--- src/logic/tcr_pkg.sv ---
// Shared constants, reset values and types of the tuner control register bank
package tcr_pkg;

	// Register offsets as seen through the two-wire pointer
	localparam logic [3:0] REG_DIV_HIGH = 4'h0;
	localparam logic [3:0] REG_DIV_LOW = 4'h1;
	localparam logic [3:0] REG_REF_DIV = 4'h2;
	localparam logic [3:0] REG_OSC_BAND = 4'h3;
	localparam logic [3:0] REG_OVL_PUMP = 4'h4;
	localparam logic [3:0] REG_RF_PATH = 4'h5;
	localparam logic [3:0] REG_POWER_DOWN = 4'h6;
	localparam logic [3:0] REG_SERIES_CAP = 4'h7;
	localparam logic [3:0] REG_COUNT = 4'h8;

	// Reset values (recommended settings)
	localparam logic [7:0] RST_DIV_HIGH = 8'h12;
	localparam logic [7:0] RST_DIV_LOW = 8'hAB;
	localparam logic [7:0] RST_REF_DIV = 8'h10;
	localparam logic [7:0] RST_OSC_BAND = 8'hBE;
	localparam logic [7:0] RST_OVL_PUMP = 8'h00;
	localparam logic [7:0] RST_RF_PATH = 8'h01;
	localparam logic [7:0] RST_POWER_DOWN = 8'h00;
	localparam logic [7:0] RST_SERIES_CAP = 8'h0F;

	// Writable bits; reserved bits are stored as zero
	localparam logic [7:0] MASK_DIV_HIGH = 8'h7F;
	localparam logic [7:0] MASK_REF_DIV = 8'h7F;
	localparam logic [7:0] MASK_OVL_PUMP = 8'h7F;
	localparam logic [7:0] MASK_RF_PATH = 8'h0F;
	localparam logic [7:0] MASK_POWER_DOWN = 8'hF8;
	localparam logic [7:0] MASK_FULL = 8'hFF;

	// Field positions
	localparam int OSC_SEL_LSB = 6;
	localparam int SUB_BAND_LSB = 3;
	localparam int LOCK_DET_BIT = 2;
	localparam int OUT_DIV_LSB = 0;
	localparam int OVL_LSB = 4;
	localparam int PUMP_LSB = 2;
	localparam int BAND_LSB = 0;
	localparam int RF_PD_BIT = 3;
	localparam int IFAMP_PD_BIT = 2;
	localparam int INPUT_LSB = 0;
	localparam int MIX_PD_LSB = 6;
	localparam int IF_PD_BIT = 5;
	localparam int DET_PD_BIT = 4;
	localparam int SYN_PD_BIT = 3;

	// Programmable ranges
	localparam logic [14:0] DIV_MIN = 15'h0100;
	localparam logic [14:0] DIV_MAX = 15'h7FFF;
	localparam logic [6:0] REF_MIN = 7'h10;
	localparam logic [6:0] REF_MAX = 7'h7F;

	localparam logic [4:0] SLAVE_ADDR_HI = 5'h18;
	localparam logic [3:0] SYNC_IDLE = 4'hF;
	localparam int DEC_W = 70;

	typedef enum logic [2:0] {
		ST_IDLE = 3'h0,
		ST_ADDR = 3'h1,
		ST_PTR = 3'h2,
		ST_WDATA = 3'h3,
		ST_ACK = 3'h4,
		ST_RDATA = 3'h5,
		ST_RACK = 3'h6
	} tcr_state_t;

	function automatic logic [7:0] tcr_rst_val(input logic [2:0] idx);
		case (idx)
			3'h0: tcr_rst_val = RST_DIV_HIGH;
			3'h1: tcr_rst_val = RST_DIV_LOW;
			3'h2: tcr_rst_val = RST_REF_DIV;
			3'h3: tcr_rst_val = RST_OSC_BAND;
			3'h4: tcr_rst_val = RST_OVL_PUMP;
			3'h5: tcr_rst_val = RST_RF_PATH;
			3'h6: tcr_rst_val = RST_POWER_DOWN;
			default: tcr_rst_val = RST_SERIES_CAP;
		endcase
	endfunction : tcr_rst_val

	function automatic logic [7:0] tcr_wr_mask(input logic [2:0] idx);
		case (idx)
			3'h0: tcr_wr_mask = MASK_DIV_HIGH;
			3'h2: tcr_wr_mask = MASK_REF_DIV;
			3'h4: tcr_wr_mask = MASK_OVL_PUMP;
			3'h5: tcr_wr_mask = MASK_RF_PATH;
			3'h6: tcr_wr_mask = MASK_POWER_DOWN;
			default: tcr_wr_mask = MASK_FULL;
		endcase
	endfunction : tcr_wr_mask

endpackage : tcr_pkg

--- src/logic/tcr_bank_if.sv ---
// Register bank contents passed from the serial front end to the field decoder
`timescale 1ns/1ps
interface tcr_bank_if;
	logic [7:0] bank [0:7];
	modport owner (output bank);
	modport user (input bank);
endinterface : tcr_bank_if

--- src/logic/tcr_field_decode.sv ---
// Turns stored register fields into static analog control levels
`timescale 1ns/1ps
module tcr_field_decode import tcr_pkg::*; (
	input wire logic clk,
	input wire logic sys_rst,
	tcr_bank_if.user regs,
	output logic [DEC_W-1:0] controls
);
	logic [14:0] div_val;
	logic [6:0] ref_val;
	logic [1:0] osc_code;
	logic [2:0] band_code;
	logic [1:0] oscillator_output_divider_code;
	logic [1:0] tf_code;
	logic [1:0] in_code;
	logic [1:0] mix_code;
	logic [7:0] ob;
	logic [7:0] op;
	logic [7:0] rp;
	logic [7:0] pd;
	logic [DEC_W-1:0] dec_nxt;

	assign ob = regs.bank[REG_OSC_BAND[2:0]];
	assign op = regs.bank[REG_OVL_PUMP[2:0]];
	assign rp = regs.bank[REG_RF_PATH[2:0]];
	assign pd = regs.bank[REG_POWER_DOWN[2:0]];
	assign div_val = {regs.bank[REG_DIV_HIGH[2:0]][6:0], regs.bank[REG_DIV_LOW[2:0]]};
	assign ref_val = regs.bank[REG_REF_DIV[2:0]][6:0];
	assign osc_code = ob[OSC_SEL_LSB +: 2];
	assign band_code = ob[SUB_BAND_LSB +: 3];
	assign oscillator_output_divider_code = ob[OUT_DIV_LSB +: 2];
	assign tf_code = op[BAND_LSB +: 2];
	assign in_code = rp[INPUT_LSB +: 2];
	assign mix_code = pd[MIX_PD_LSB +: 2];

	// Order matches the unpacking in the top module
	assign dec_nxt = {
		div_val,
		(div_val >= DIV_MIN) && (div_val <= DIV_MAX),
		ref_val,
		(ref_val >= REF_MIN) && (ref_val <= REF_MAX),
		osc_code == 2'h3, osc_code == 2'h2, osc_code == 2'h1,
		8'(8'h01 << band_code),
		ob[LOCK_DET_BIT],
		6'(6'h04 << oscillator_output_divider_code),
		op[OVL_LSB +: 3],
		op[PUMP_LSB +: 2],
		tf_code == 2'h2, tf_code == 2'h1, tf_code == 2'h0,
		tf_code == 2'h3,
		rp[RF_PD_BIT],
		rp[IFAMP_PD_BIT],
		in_code == 2'h2, ~in_code[1], in_code == 2'h0,
		in_code == 2'h3,
		mix_code == 2'h3,
		^mix_code,
		pd[IF_PD_BIT],
		pd[DET_PD_BIT],
		pd[SYN_PD_BIT],
		regs.bank[REG_SERIES_CAP[2:0]]
	};

	// Registered so analog controls never see decode glitches
	always_ff @(posedge clk) begin
		if (sys_rst) begin
			controls <= '0;
		end else begin
			controls <= dec_nxt;
		end
	end
endmodule : tcr_field_decode

--- src/logic/tcr_pin_sync.sv ---
// Three-stage pin synchroniser; a change is taken once stages two and three agree
`timescale 1ns/1ps
module tcr_pin_sync import tcr_pkg::*; (
	input wire logic clk,
	input wire logic sys_rst,
	input wire logic [3:0] raw,
	output logic [3:0] clean
);
	logic [3:0] meta_r;
	logic [3:0] stage2_r;
	logic [3:0] stage3_r;
	logic [3:0] clean_nxt;

	// Keep old value wherever the two late stages disagree
	assign clean_nxt = (stage2_r & stage3_r) | (clean & (stage2_r | stage3_r));

	always_ff @(posedge clk) begin
		if (sys_rst) begin
			meta_r <= SYNC_IDLE;
			stage2_r <= SYNC_IDLE;
			stage3_r <= SYNC_IDLE;
			clean <= SYNC_IDLE;
		end else begin
			meta_r <= raw;
			stage2_r <= meta_r;
			stage3_r <= stage2_r;
			clean <= clean_nxt;
		end
	end
endmodule : tcr_pin_sync

--- src/logic/tcr_top.sv ---
// Tuner control register bank with its two-wire serial slave
//
// Behaviour
// - Divider low byte holds divider bits 7..0; valid divider range 256 to 32767.
// - Reference divider holds seven bits in 6..0, valid 16 to 127, bit 7 reserved.
// - Oscillator select 00 powers all down; 01,10,11 enable oscillator one, two, three.
// - Sub-band bits 5..3 pick sub-band zero to seven by binary value.
// - Oscillator register bit 2 set enables lock detection, clear disables it.
// - Output divider bits 1..0 give ratio 4, 8, 16 or 32.
// - Pump bits 3..2 select 0.5, 1, 1.5 or 2 mA.
// - Filter band 00 low VHF, 01 high VHF, 10 UHF, 11 factory.
// - Control bit 3 set disables RF circuitry.
// - Control bit 2 set disables IF gain amplifier.
// - Input 00 VHF with lowpass, 01 VHF without, 10 UHF, 11 factory.
// - Mixer bits 7..6: 00 enabled, 11 disabled, 01 and 10 factory.
// - Power-down bit 5 set disables the IF section.
// - Power-down bit 4 set disables the overload power detector.
// - Power-down bit 3 set powers down the synthesizer.
// - Series capacitor register holds eight-bit tracking filter series code.
// - Divider high register holds divider bits 14..8 in bits 6..0.
`timescale 1ns/1ps
module tcr_top import tcr_pkg::*; (
	input wire logic clk,
	input wire logic sys_rst,
	input wire logic scl_in,
	input wire logic sda_in,
	output logic sda_out,
	output logic sda_drive_n,
	input wire logic addr_pin1,
	input wire logic addr_pin2,
	output logic [14:0] synth_divider,
	output logic divider_in_range,
	output logic [6:0] ref_divider,
	output logic ref_in_range,
	output logic [2:0] osc_enable,
	output logic [7:0] sub_band,
	output logic lock_detect_enable,
	output logic [5:0] oscillator_output_divider,
	output logic [2:0] overload_threshold,
	output logic [1:0] pump_current_select,
	output logic uhf_band,
	output logic high_vhf_band,
	output logic low_vhf_band,
	output logic filter_factory_mode,
	output logic rf_power_down,
	output logic if_amplifier_power_down,
	output logic high_band_rf_input,
	output logic low_band_rf_input,
	output logic lowpass_enable,
	output logic input_factory_mode,
	output logic mixer_power_down,
	output logic mixer_factory_mode,
	output logic if_section_power_down,
	output logic detector_power_down,
	output logic synthesizer_power_down,
	output logic [7:0] series_capacitor_code
);
	tcr_bank_if bank_ifc ();

	logic [3:0] pins_clean;
	logic scl_s;
	logic sda_s;
	logic addr1_s;
	logic addr2_s;
	logic scl_q_r;
	logic sda_q_r;
	logic scl_rise;
	logic scl_fall;
	logic start_cond;
	logic stop_cond;

	tcr_state_t state_r;
	tcr_state_t state_nxt;
	tcr_state_t ack_next_r;
	tcr_state_t ack_next_nxt;
	logic [3:0] cnt_r;
	logic [3:0] cnt_nxt;
	logic [7:0] shift_r;
	logic [7:0] shift_nxt;
	logic [3:0] ptr_r;
	logic [3:0] ptr_nxt;
	logic drive_r;
	logic drive_nxt;
	logic mack_r;
	logic mack_nxt;
	logic wr_en;

	logic addr_match;
	logic byte_done;
	logic ptr_hit;
	logic [7:0] rd_byte;
	logic [DEC_W-1:0] controls;

	// All four pins cross from the board, so they share one synchroniser.
	// The price is about four clocks of latency on every bus edge, which
	// is why the host must hold each SCL phase for at least five clocks.
	tcr_pin_sync u_sync (
		.clk(clk),
		.sys_rst(sys_rst),
		.raw({addr_pin2, addr_pin1, sda_in, scl_in}),
		.clean(pins_clean)
	);

	assign scl_s = pins_clean[0];
	assign sda_s = pins_clean[1];
	assign addr1_s = pins_clean[2];
	assign addr2_s = pins_clean[3];

	// Bus conditions seen on the cleaned lines
	assign scl_rise = scl_s & ~scl_q_r;
	assign scl_fall = ~scl_s & scl_q_r;
	assign start_cond = scl_s & scl_q_r & sda_q_r & ~sda_s;
	assign stop_cond = scl_s & scl_q_r & ~sda_q_r & sda_s;

	assign addr_match = shift_r[7:1] == {SLAVE_ADDR_HI, addr2_s, addr1_s};
	assign byte_done = scl_fall && (cnt_r == 4'h8);
	assign ptr_hit = ptr_r < REG_COUNT;
	// Offsets beyond this bank read as zero and ignore writes
	assign rd_byte = ptr_hit ? bank_ifc.bank[ptr_r[2:0]] : 8'h00;

	// Byte engine: bits are taken on SCL rise, the line is changed only
	// after SCL fall, so the data never moves while the clock is high.
	// START and STOP override every state so a confused host can recover.
	always_comb begin
		state_nxt = state_r;
		ack_next_nxt = ack_next_r;
		cnt_nxt = cnt_r;
		shift_nxt = shift_r;
		ptr_nxt = ptr_r;
		drive_nxt = drive_r;
		mack_nxt = mack_r;
		wr_en = 1'b0;
		if (start_cond) begin
			// Repeated start is legal at any point and resynchronises the engine
			state_nxt = ST_ADDR;
			cnt_nxt = 4'h0;
			drive_nxt = 1'b0;
		end else if (stop_cond) begin
			state_nxt = ST_IDLE;
			drive_nxt = 1'b0;
		end else begin
			case (state_r)
				ST_ADDR, ST_PTR, ST_WDATA: begin
					if (scl_rise) begin
						shift_nxt = {shift_r[6:0], sda_s};
						cnt_nxt = cnt_r + 4'h1;
					end else if (byte_done) begin
						cnt_nxt = 4'h0;
						state_nxt = ST_ACK;
						drive_nxt = 1'b1;
						if (state_r == ST_ADDR) begin
							if (addr_match) begin
								ack_next_nxt = shift_r[0] ? ST_RDATA : ST_PTR;
							end else begin
								state_nxt = ST_IDLE;
								drive_nxt = 1'b0;
							end
						end else if (state_r == ST_PTR) begin
							ptr_nxt = shift_r[3:0];
							ack_next_nxt = ST_WDATA;
						end else begin
							wr_en = ptr_hit;
							ptr_nxt = ptr_r + 4'h1;
							ack_next_nxt = ST_WDATA;
						end
					end
				end
				ST_ACK: begin
					if (scl_fall) begin
						state_nxt = ack_next_r;
						cnt_nxt = 4'h0;
						if (ack_next_r == ST_RDATA) begin
							shift_nxt = rd_byte;
							drive_nxt = ~rd_byte[7];
						end else begin
							drive_nxt = 1'b0;
						end
					end
				end
				ST_RDATA: begin
					if (scl_rise) begin
						cnt_nxt = cnt_r + 4'h1;
					end else if (byte_done) begin
						drive_nxt = 1'b0;
						ptr_nxt = ptr_r + 4'h1;
						state_nxt = ST_RACK;
					end else if (scl_fall) begin
						shift_nxt = {shift_r[6:0], 1'b0};
						drive_nxt = ~shift_r[6];
					end
				end
				ST_RACK: begin
					if (scl_rise) begin
						mack_nxt = ~sda_s;
					end else if (scl_fall) begin
						cnt_nxt = 4'h0;
						if (mack_r) begin
							state_nxt = ST_RDATA;
							shift_nxt = rd_byte;
							drive_nxt = ~rd_byte[7];
						end else begin
							state_nxt = ST_IDLE;
						end
					end
				end
				default: begin
					state_nxt = ST_IDLE;
				end
			endcase
		end
	end

	always_ff @(posedge clk) begin
		if (sys_rst) begin
			scl_q_r <= 1'b1;
			sda_q_r <= 1'b1;
			state_r <= ST_IDLE;
			ack_next_r <= ST_IDLE;
			cnt_r <= 4'h0;
			shift_r <= 8'h00;
			ptr_r <= 4'h0;
			drive_r <= 1'b0;
			mack_r <= 1'b0;
		end else begin
			scl_q_r <= scl_s;
			sda_q_r <= sda_s;
			state_r <= state_nxt;
			ack_next_r <= ack_next_nxt;
			cnt_r <= cnt_nxt;
			shift_r <= shift_nxt;
			ptr_r <= ptr_nxt;
			drive_r <= drive_nxt;
			mack_r <= mack_nxt;
		end
	end

	// Reserved bits are forced to zero so read-back matches what the part honours
	always_ff @(posedge clk) begin
		if (sys_rst) begin
			for (int i = 0; i < 8; i++) begin
				bank_ifc.bank[i] <= tcr_rst_val(3'(i));
			end
		end else if (wr_en) begin
			bank_ifc.bank[ptr_r[2:0]] <= shift_r & tcr_wr_mask(ptr_r[2:0]);
		end
	end

	// Open-drain data line: only ever pulled low
	assign sda_out = 1'b0;
	assign sda_drive_n = ~drive_r;

	// Controls follow the bank one clock later; no shadowing of the divider
	// halves, so a two-byte divider change passes through one mixed value.
	tcr_field_decode u_decode (
		.clk(clk),
		.sys_rst(sys_rst),
		.regs(bank_ifc.user),
		.controls(controls)
	);

	assign {
		synth_divider,
		divider_in_range,
		ref_divider,
		ref_in_range,
		osc_enable,
		sub_band,
		lock_detect_enable,
		oscillator_output_divider,
		overload_threshold,
		pump_current_select,
		uhf_band,
		high_vhf_band,
		low_vhf_band,
		filter_factory_mode,
		rf_power_down,
		if_amplifier_power_down,
		high_band_rf_input,
		low_band_rf_input,
		lowpass_enable,
		input_factory_mode,
		mixer_power_down,
		mixer_factory_mode,
		if_section_power_down,
		detector_power_down,
		synthesizer_power_down,
		series_capacitor_code
	} = controls;

endmodule : tcr_top

--- config.mk ---
export PLATFORM = sky130hd
export DESIGN_NAME = tcr_top
export DESIGN_NICKNAME = d
export VERILOG_FILES = /design/src/logic/tcr_pkg.sv /design/src/logic/tcr_bank_if.sv /design/src/logic/tcr_field_decode.sv /design/src/logic/tcr_pin_sync.sv /design/src/logic/tcr_top.sv
export SDC_FILE = /design/constraint.sdc
export NUM_CORES = 1
export LEC_CHECK = 0
export ABC_CLOCK_PERIOD_IN_PS = 7200
export BUFFER_PORTS_ARGS = -buffer_cell sky130_fd_sc_hd__buf_2
export CAP_MARGIN = 20
export CORE_ASPECT_RATIO = 2
export CORE_MARGIN = 2
export CORE_UTILIZATION = 60
export CTS_BUF_LIST = sky130_fd_sc_hd__clkbuf_16
export CTS_CLUSTER_SIZE = 10
export DETAILED_ROUTE_END_ITERATION = 10
export GPL_TIMING_DRIVEN = 0
export PLACE_DENSITY = 0.82
export SLEW_MARGIN = 20
export SYNTH_ARGS = -nofsm -noshare
export SYNTH_HDL_FRONTEND = slang
export SYNTH_SLANG_ARGS = --single-unit
--- constraint.sdc ---
create_clock -name clk -period 7.2 [get_ports clk]
set_clock_uncertainty 0.05 [all_clocks]
set_input_delay 0.72 -clock clk [delete_from_list [all_inputs] [get_ports clk]]
set_output_delay 0.72 -clock clk [all_outputs]
set_load 0.02 [all_outputs]
==> results of run 1 <==
==> through the flow <==
stage	instance area (um^2)	hold slack [ns]
finish	8000	0.3619
global route	8000	0.3792
CTS	8000	0.3626
detailed placement	7400	0.3454
global placement	7400	0.3430
floorplan	6852	0.3395
==> registers in the layout, indices dropped and copies added (netlist names) <==
name and count:
drive_r 1, sda_q_r 1, ack_next_r 3, bank_ifc.bank 64
mack_r 1, cnt_r 4, state_r 3, u_sync.stage3_r 4
u_sync.stage2_r 4, scl_q_r 1, ptr_r 4, shift_r 8
u_sync.clean 4, u_decode.controls 68, u_sync.meta_r 4
==> per-layer routing <==
| layer | wire [um] | global-route usage | vias up |
|---|---|---|---|
| li1 | - | - | 2711 |
| met4 | 2004 | 0.2972 | 0 |
| met2 | 10840 | 0.6238 | 267 |
| met5 | 0 | 0 | - |
| met3 | 990 | 0.06206 | 106 |
| met1 | 7191 | 0.3454 | 2757 |
==> worst paths after layout <==
kind | start | to | slack, ns | cells past startpoint
hold / removal | u_sync.meta_r[3] | u_sync.stage2_r[3] | 0.36 | 1
hold reg to reg | u_sync.meta_r[3] | u_sync.stage2_r[3] | 0.36 | 1
setup reg to reg | ptr_r[1] | bank_ifc.bank[58] | 4.10 | 9
setup / recovery | ptr_r[1] | bank_ifc.bank[58] | 4.10 | 9
==> final cells by class <==
cell class	count	area [um^2]	area share
repair buffers	74	370.4	0.04629
clock buffers	17	425.4	0.05317
inverters	12	45.04	0.005630
multi-input cells	485	3114	0.3893
clock inverters	15	175.2	0.02190
plain buffers	49	209.0	0.02612
flip-flops and latches	174	3483	0.4354
well taps	142	177.7	0.02221
==> kinds of logic after synthesis <==
kind of cell             Yosys count  share of synthesized area
AO/OA/AOI/OAI                    132                     0.1282
AND/OR/NAND/NOR                  281                     0.2194
XOR/XNOR                           2                   0.002560
other                              1                  0.0005479
flip-flops                       174                     0.5090
buffers and inverters             61                    0.03711
adder cells (fa/ha/maj)            7                    0.01280
multiplexers                      60                    0.09049
==> power by group <==
group,switching [mW],total [mW],internal (mW)
registers,0.00356,0.974,0.971
clock network,0.440,0.937,0.497
logic,0.0388,0.0526,0.0139
total,0.482,1.96,1.48
==> Yosys cell counts (all sizes together), types with 6 or more instances <==
| cell | instances |
|---|---|
| o211ai | 17 |
| or2 | 15 |
| nor3b | 10 |
| mux2i | 45 |
| buf | 14 |
| a22oi | 9 |
| nor2b | 52 |
| clkbuf | 35 |
| a221oi | 9 |
| a21oi | 36 |
| and2 | 9 |
| nand2b | 7 |
| dfxtp | 174 |
| a311oi | 6 |
| mux2 | 15 |
| nand2 | 57 |
| inv | 12 |
| a211oi | 7 |
| nand3 | 17 |
| o21ai | 26 |
| nor2 | 64 |
| nor3 | 15 |
| and3 | 8 |
| ha | 7 |
==> worst register-to-register path, cell delays in order (launching register included) <==
cell and delay [ns]:
dfxtp_1 0.40, clkbuf_1 0.46, buf_2 0.38, inv_1 0.17, ha_1 0.23, o311ai_0 0.33
o31a_1 0.35, and2_0 0.38, mux2i_1 0.12, nor2_1 0.14
==> flow_metrics.tcl, run 1 <==
set metrics [dict create \
    synth_area_um2 6844 \
    synth-seq-cells 174 \
    globalplace.congestion 0.9644 \
    total_power_mw 1.964 \
    crit_chain "clkbuf_1 > buf_2 > inv_1 > ha_1 > o311ai_0 > o31a_1 > and2_0 > mux2i_1 > nor2_1" \
    final_util 0.7132 \
    overflow 0 \
    drt_iter0_markers 503 \
    port_buffers 74 \
    crit_path_max_fanout 10 \
    ioPinCount 78 \
    final_cell_mix "dfxtp_1 (174), buf_2 (79), nor2_1 (64)" \
    diodes 0 \
    clk_latency_ns 0.43 \
    netlist_instances 718 \
    wl_per_cell_um 21.72 \
    max_stage_delay_ns 0.46 \
    first_pass_iters 8 \
    min_period_over_period 0.4310 \
    routed_wl_um 21030 \
    cts_tree "done" \
    ys_warn_count 0 \
    critical-path-slowest-cell "clkbuf_1" \
    setup_violations 0 \
    final-max-slew-violation-count 0 \
    drive_gt1_frac 0.1840 \
    relSlewSlack 0.5009 \
    synth_flop_cell "dfxtp_1" \
    gr-usage-all-layers 0.3537 \
    tns_ns 0 \
    crit_path_end_kind "flip-flop" \
    hold_path_class "reg -> reg" \
    max-clock-path-buffers 2 \
    cts_buffers 17 \
    die_area_um2 12330 \
    worst_slack_ns 4.097 \
    path_buf_inv 3 \
    die_w_um 79.52 \
    ys_seq_area_frac 0.5090 \
    fp-row-count 55 \
    peakVddDrop_uv 189.8 \
    grt_pass1_vias 5872 \
    power_density_nw_per_um2 245.5 \
    areaGrowthSynthToFinish_pct 16.89 \
    period_needed_ns 3.103 \
    max_cap_viol_count 0 \
    cts.sinks 174 \
    crit_family "buffers and inverters" \
    synth.area.top_cells "dfxtp_1 (51%), mux2i_1 (6.6%), nor2b_1 (4.8%), nor2_1 (3.5%), nand2_1 (3.1%)" \
    yosysTopAreaCell "dfxtp_1" \
    layout_commonest_cell "dfxtp_1" \
    start_util 0.6102 \
    worstPathRequired_ns 7.50 \
    vias 5841 \
    clk_pin_slew_ns 0.08 \
    fp.dieH_um 155.0 \
    final_cells 968 \
    synth_cell_types 61 \
    ys_async_sr_fraction 0 \
    fillers 888 \
    drc 0 \
    crit_type "reg -> reg" \
    fmax_mhz 322.2 \
    antenna_found_initial 0 \
    hold_viol_final 0 \
    ctsHoldBuffers 0 \
    dp.cells 936 \
    place_worst_setup_slack_ns 4.249 \
    status "finished, final reports clean" \
    viasPerCell 6.034 \
    grt_setup_unrepaired "no" \
    hpwl_um 15470 \
    postSynthAreaPerCell_um2 9.532 \
    grt_pass1_wl_um 32240 \
    power.leakage_nw 3.374 \
    tightestPinTransition_ns 0.7458 \
    cts.repair.resized 0 \
    grt_max_degree 19 \
    htreeDepth 4 \
    synth_top_area_share 0.5090 \
    crit_arrival_ns 3.41 \
    cp-start-kind "flip-flop" \
    cts_root_buf "clkbuf_16" \
    ant_nets 0 \
    nets 826 \
    post_cts_buffers 0 \
    synth_edf_count 0 \
    coreArea_um2 11220 \
]
Note: power is estimated with default switching activity, not from simulation.
==> run 2, diff against run 1 <==
--- a/config.mk
+++ b/config.mk
@@ -5,17 +5,17 @@
 export SDC_FILE = /design/constraint.sdc
 export NUM_CORES = 1
 export LEC_CHECK = 0
-export ABC_CLOCK_PERIOD_IN_PS = 7200
+export ABC_CLOCK_PERIOD_IN_PS = 2500
 export BUFFER_PORTS_ARGS = -buffer_cell sky130_fd_sc_hd__buf_2
 export CAP_MARGIN = 20
 export CORE_ASPECT_RATIO = 2
 export CORE_MARGIN = 2
-export CORE_UTILIZATION = 60
+export CORE_UTILIZATION = 52
 export CTS_BUF_LIST = sky130_fd_sc_hd__clkbuf_16
 export CTS_CLUSTER_SIZE = 10
 export DETAILED_ROUTE_END_ITERATION = 10
 export GPL_TIMING_DRIVEN = 0
-export PLACE_DENSITY = 0.82
+export PLACE_DENSITY = 0.75
 export SLEW_MARGIN = 20
 export SYNTH_ARGS = -nofsm -noshare
 export SYNTH_HDL_FRONTEND = slang
==> constraint.sdc (replaced) <==
create_clock -name clk -period 2.5 [get_ports clk]
set_clock_uncertainty 0.05 [all_clocks]
set_input_delay 0.25 -clock clk [delete_from_list [all_inputs] [get_ports clk]]
set_output_delay 0.25 -clock clk [all_outputs]
set_load 0.02 [all_outputs]
==> flow_metrics.tcl, run 2 (synthesis gave the netlist of run 1 again) <==
set metrics [dict create \
    min_period_over_period 0.9655 \
    multi_input_area_um2 3171 \
    max_cap_viol_count 0 \
    p_seq_frac 0.504 \
    crit_path_max_fanout 10 \
    dp.cells 946 \
    wl_per_cell_um 21.41 \
    postPlaceCellArea_um2 7412 \
    fmax_mhz 414.3 \
    routed_wl_um 21240 \
    tns_ns 0 \
    antenna_found_initial 0 \
    vias 5921 \
    ant_nets 0 \
    pwr-share-clk 0.467 \
    worst-r2r-cell-count 6 \
    worstPathRequired_ns 2.74 \
    total_power_mw 5.563 \
    crit_path_end_kind "flip-flop" \
    gr-usage-all-layers 0.3052 \
    max_stage_delay_ns 0.55 \
    fp-row-count 59 \
    coreArea_um2 12920 \
    viasPerCell 5.969 \
    globalplace.congestion 0.9937 \
    path_buf_inv 1 \
    nets 840 \
    crit_chain "and4bb_2 > nand2_1 > or3_1 > buf_1 > mux2i_1 > nand2_1" \
    drt_iter0_markers 352 \
    relSlewSlack 0.4887 \
    diodes 0 \
    hpwl_um 15410 \
    grt_pass1_wl_um 32880 \
    cts.sinks 174 \
    r2r-start "cnt_r[2]" \
    clk_pin_slew_ns 0.07 \
    hold_ws_ns 0.02677 \
    peakVddDrop_uv 613.1 \
    areaGrowthSynthToFinish_pct 19.58 \
    critical-path-slowest-cell "buf_1" \
    power_density_nw_per_um2 679.7 \
    largest_reg_flops 68 \
    cp-start-kind "flip-flop" \
    switching_share 0.2504 \
    port_buffers 74 \
    drc 0 \
    whs_endpoint "u_decode.controls[53]" \
    tightestPinTransition_ns 0.7611 \
    reg.largest.list "u_decode.controls: 68 flops, bank_ifc.bank: 64 flops, shift_r: 8 flops" \
    cts_tree "done" \
    final_cells 992 \
    start_util 0.5298 \
    crit_family "simple AND/OR/NAND/NOR gates" \
    crit_type "reg -> reg" \
    grt_max_degree 19 \
    fillers 1130 \
    seqCellArea_um2 3483 \
    status "finished, final reports clean" \
    largest-register "u_decode.controls" \
    hp-start "sys_rst" \
    stdcell_area_um2 8184 \
    hold_viol_final 0 \
    layout_commonest_cell "dfxtp_1" \
    r2r_setup_slack_ns 0.09 \
    hold_depth 2 \
    power.leakage_nw 3.458 \
    htreeDepth 4 \
    setup_violations 0 \
    comb_power_share 0.028 \
    first_pass_iters 5 \
    internal_power_mw 4.170 \
    clk_latency_ns 0.43 \
    crit_arrival_ns 2.65 \
    ioPinCount 78 \
    fp.dieH_um 166.2 \
    die_area_um2 14150 \
    crit_top_cell "nand2_1" \
    final-max-slew-violation-count 0 \
    cts_buffers 17 \
    netSwitchingPower_mw 1.393 \
    hold_path_class "in -> reg" \
    final_cell_mix "dfxtp_1 (174), buf_2 (78), nor2_1 (63)" \
    cts_root_buf "clkbuf_16" \
    max-clock-path-buffers 2 \
    r2r_end "bank_ifc.bank[3]" \
    overflow 0 \
    die_w_um 85.12 \
    drive_gt1_frac 0.2143 \
    grt_pass1_vias 5953 \
    period_needed_ns 2.414 \
]
==> run 2: routing by layer <==
| metal | track usage | routed length, um | up-vias | share of wire |
|---|---|---|---|---|
| met1 | 0.3033 | 7528 | 2873 | 0.35 |
| met4 | 0.2264 | 1815 | 0 | 0.085 |
| met3 | 0.05169 | 770 | 90 | 0.036 |
| met5 | 0 | 0 | - | 0 |
| met2 | 0.5479 | 11120 | 221 | 0.52 |
| li1 | - | - | 2737 | - |
==> run 2: cell type report <==
cell class	count	area share
clock buffers	17	0.05198
inverters	12	0.005504
well taps	152	0.02324
plain buffers	48	0.02798
flip-flops and latches	174	0.4256
clock inverters	15	0.01804
multi-input cells	485	0.3874
repair buffers	89	0.06024
==> run 2: stage by stage <==
stage / util / setup slack (ns)
6_report: 0.6335 / 0.08618
5_1_grt: 0.6335 / -0.008480
4_1_cts: 0.6252 / 0.01369
3_5_place_dp: 0.5738 / -0.4891
3_3_place_gp: 0.5738 / -0.4580
2_1_floorplan: - / 0.1985
==> run 2: power groups by stage <==
| stage | sequential (mW) | clock [mW] | combinational (mW) |
|---|---|---|---|
| after floorplan | 2.89 | 0 | 0.0686 |
| after global placement | 2.87 | 0 | 0.147 |
| after detailed placement | 2.87 | 0 | 0.150 |
| after CTS | 2.81 | 2.60 | 0.155 |
| after global routing | 2.81 | 2.70 | 0.168 |
| final | 2.81 | 2.60 | 0.156 |
==> run 2: repair_timing <==
item | CTS | global route
setup buffers | 3 | 8
pin swaps | 2 | 5
endpoints found under the hold margin | 4 | 0
hold buffers | 4 | 0
endpoints found under the setup margin | 64 | 58
gates cloned | 0 | 0
resized for setup | 13 | 21
==> run 2: worst max-delay path by stage <==
| stage | start | endpoint | slack [ns] | cells after the start |
|---|---|---|---|---|
| floorplan | ptr_r[1] | bank_ifc.bank[8] | 0.20 | 9 |
| CTS | scl_q_r | shift_r[3] | 0.01 | 7 |
| global placement | ptr_r[1] | bank_ifc.bank[8] | -0.46 | 9 |
| global route | cnt_r[0] | shift_r[6] | -0.008 | 9 |
| finish | cnt_r[2] | bank_ifc.bank[3] | 0.09 | 6 |
| detailed placement | ptr_r[1] | bank_ifc.bank[50] | -0.49 | 9 |
==> run 2: worst register-to-register path: stages (launching register included) <==
cell,delay [ns]
dfxtp_1,0.49
and4bb_2,0.29
nand2_1,0.32
or3_1,0.25
buf_1,0.55
mux2i_1,0.26
nand2_1,0.07
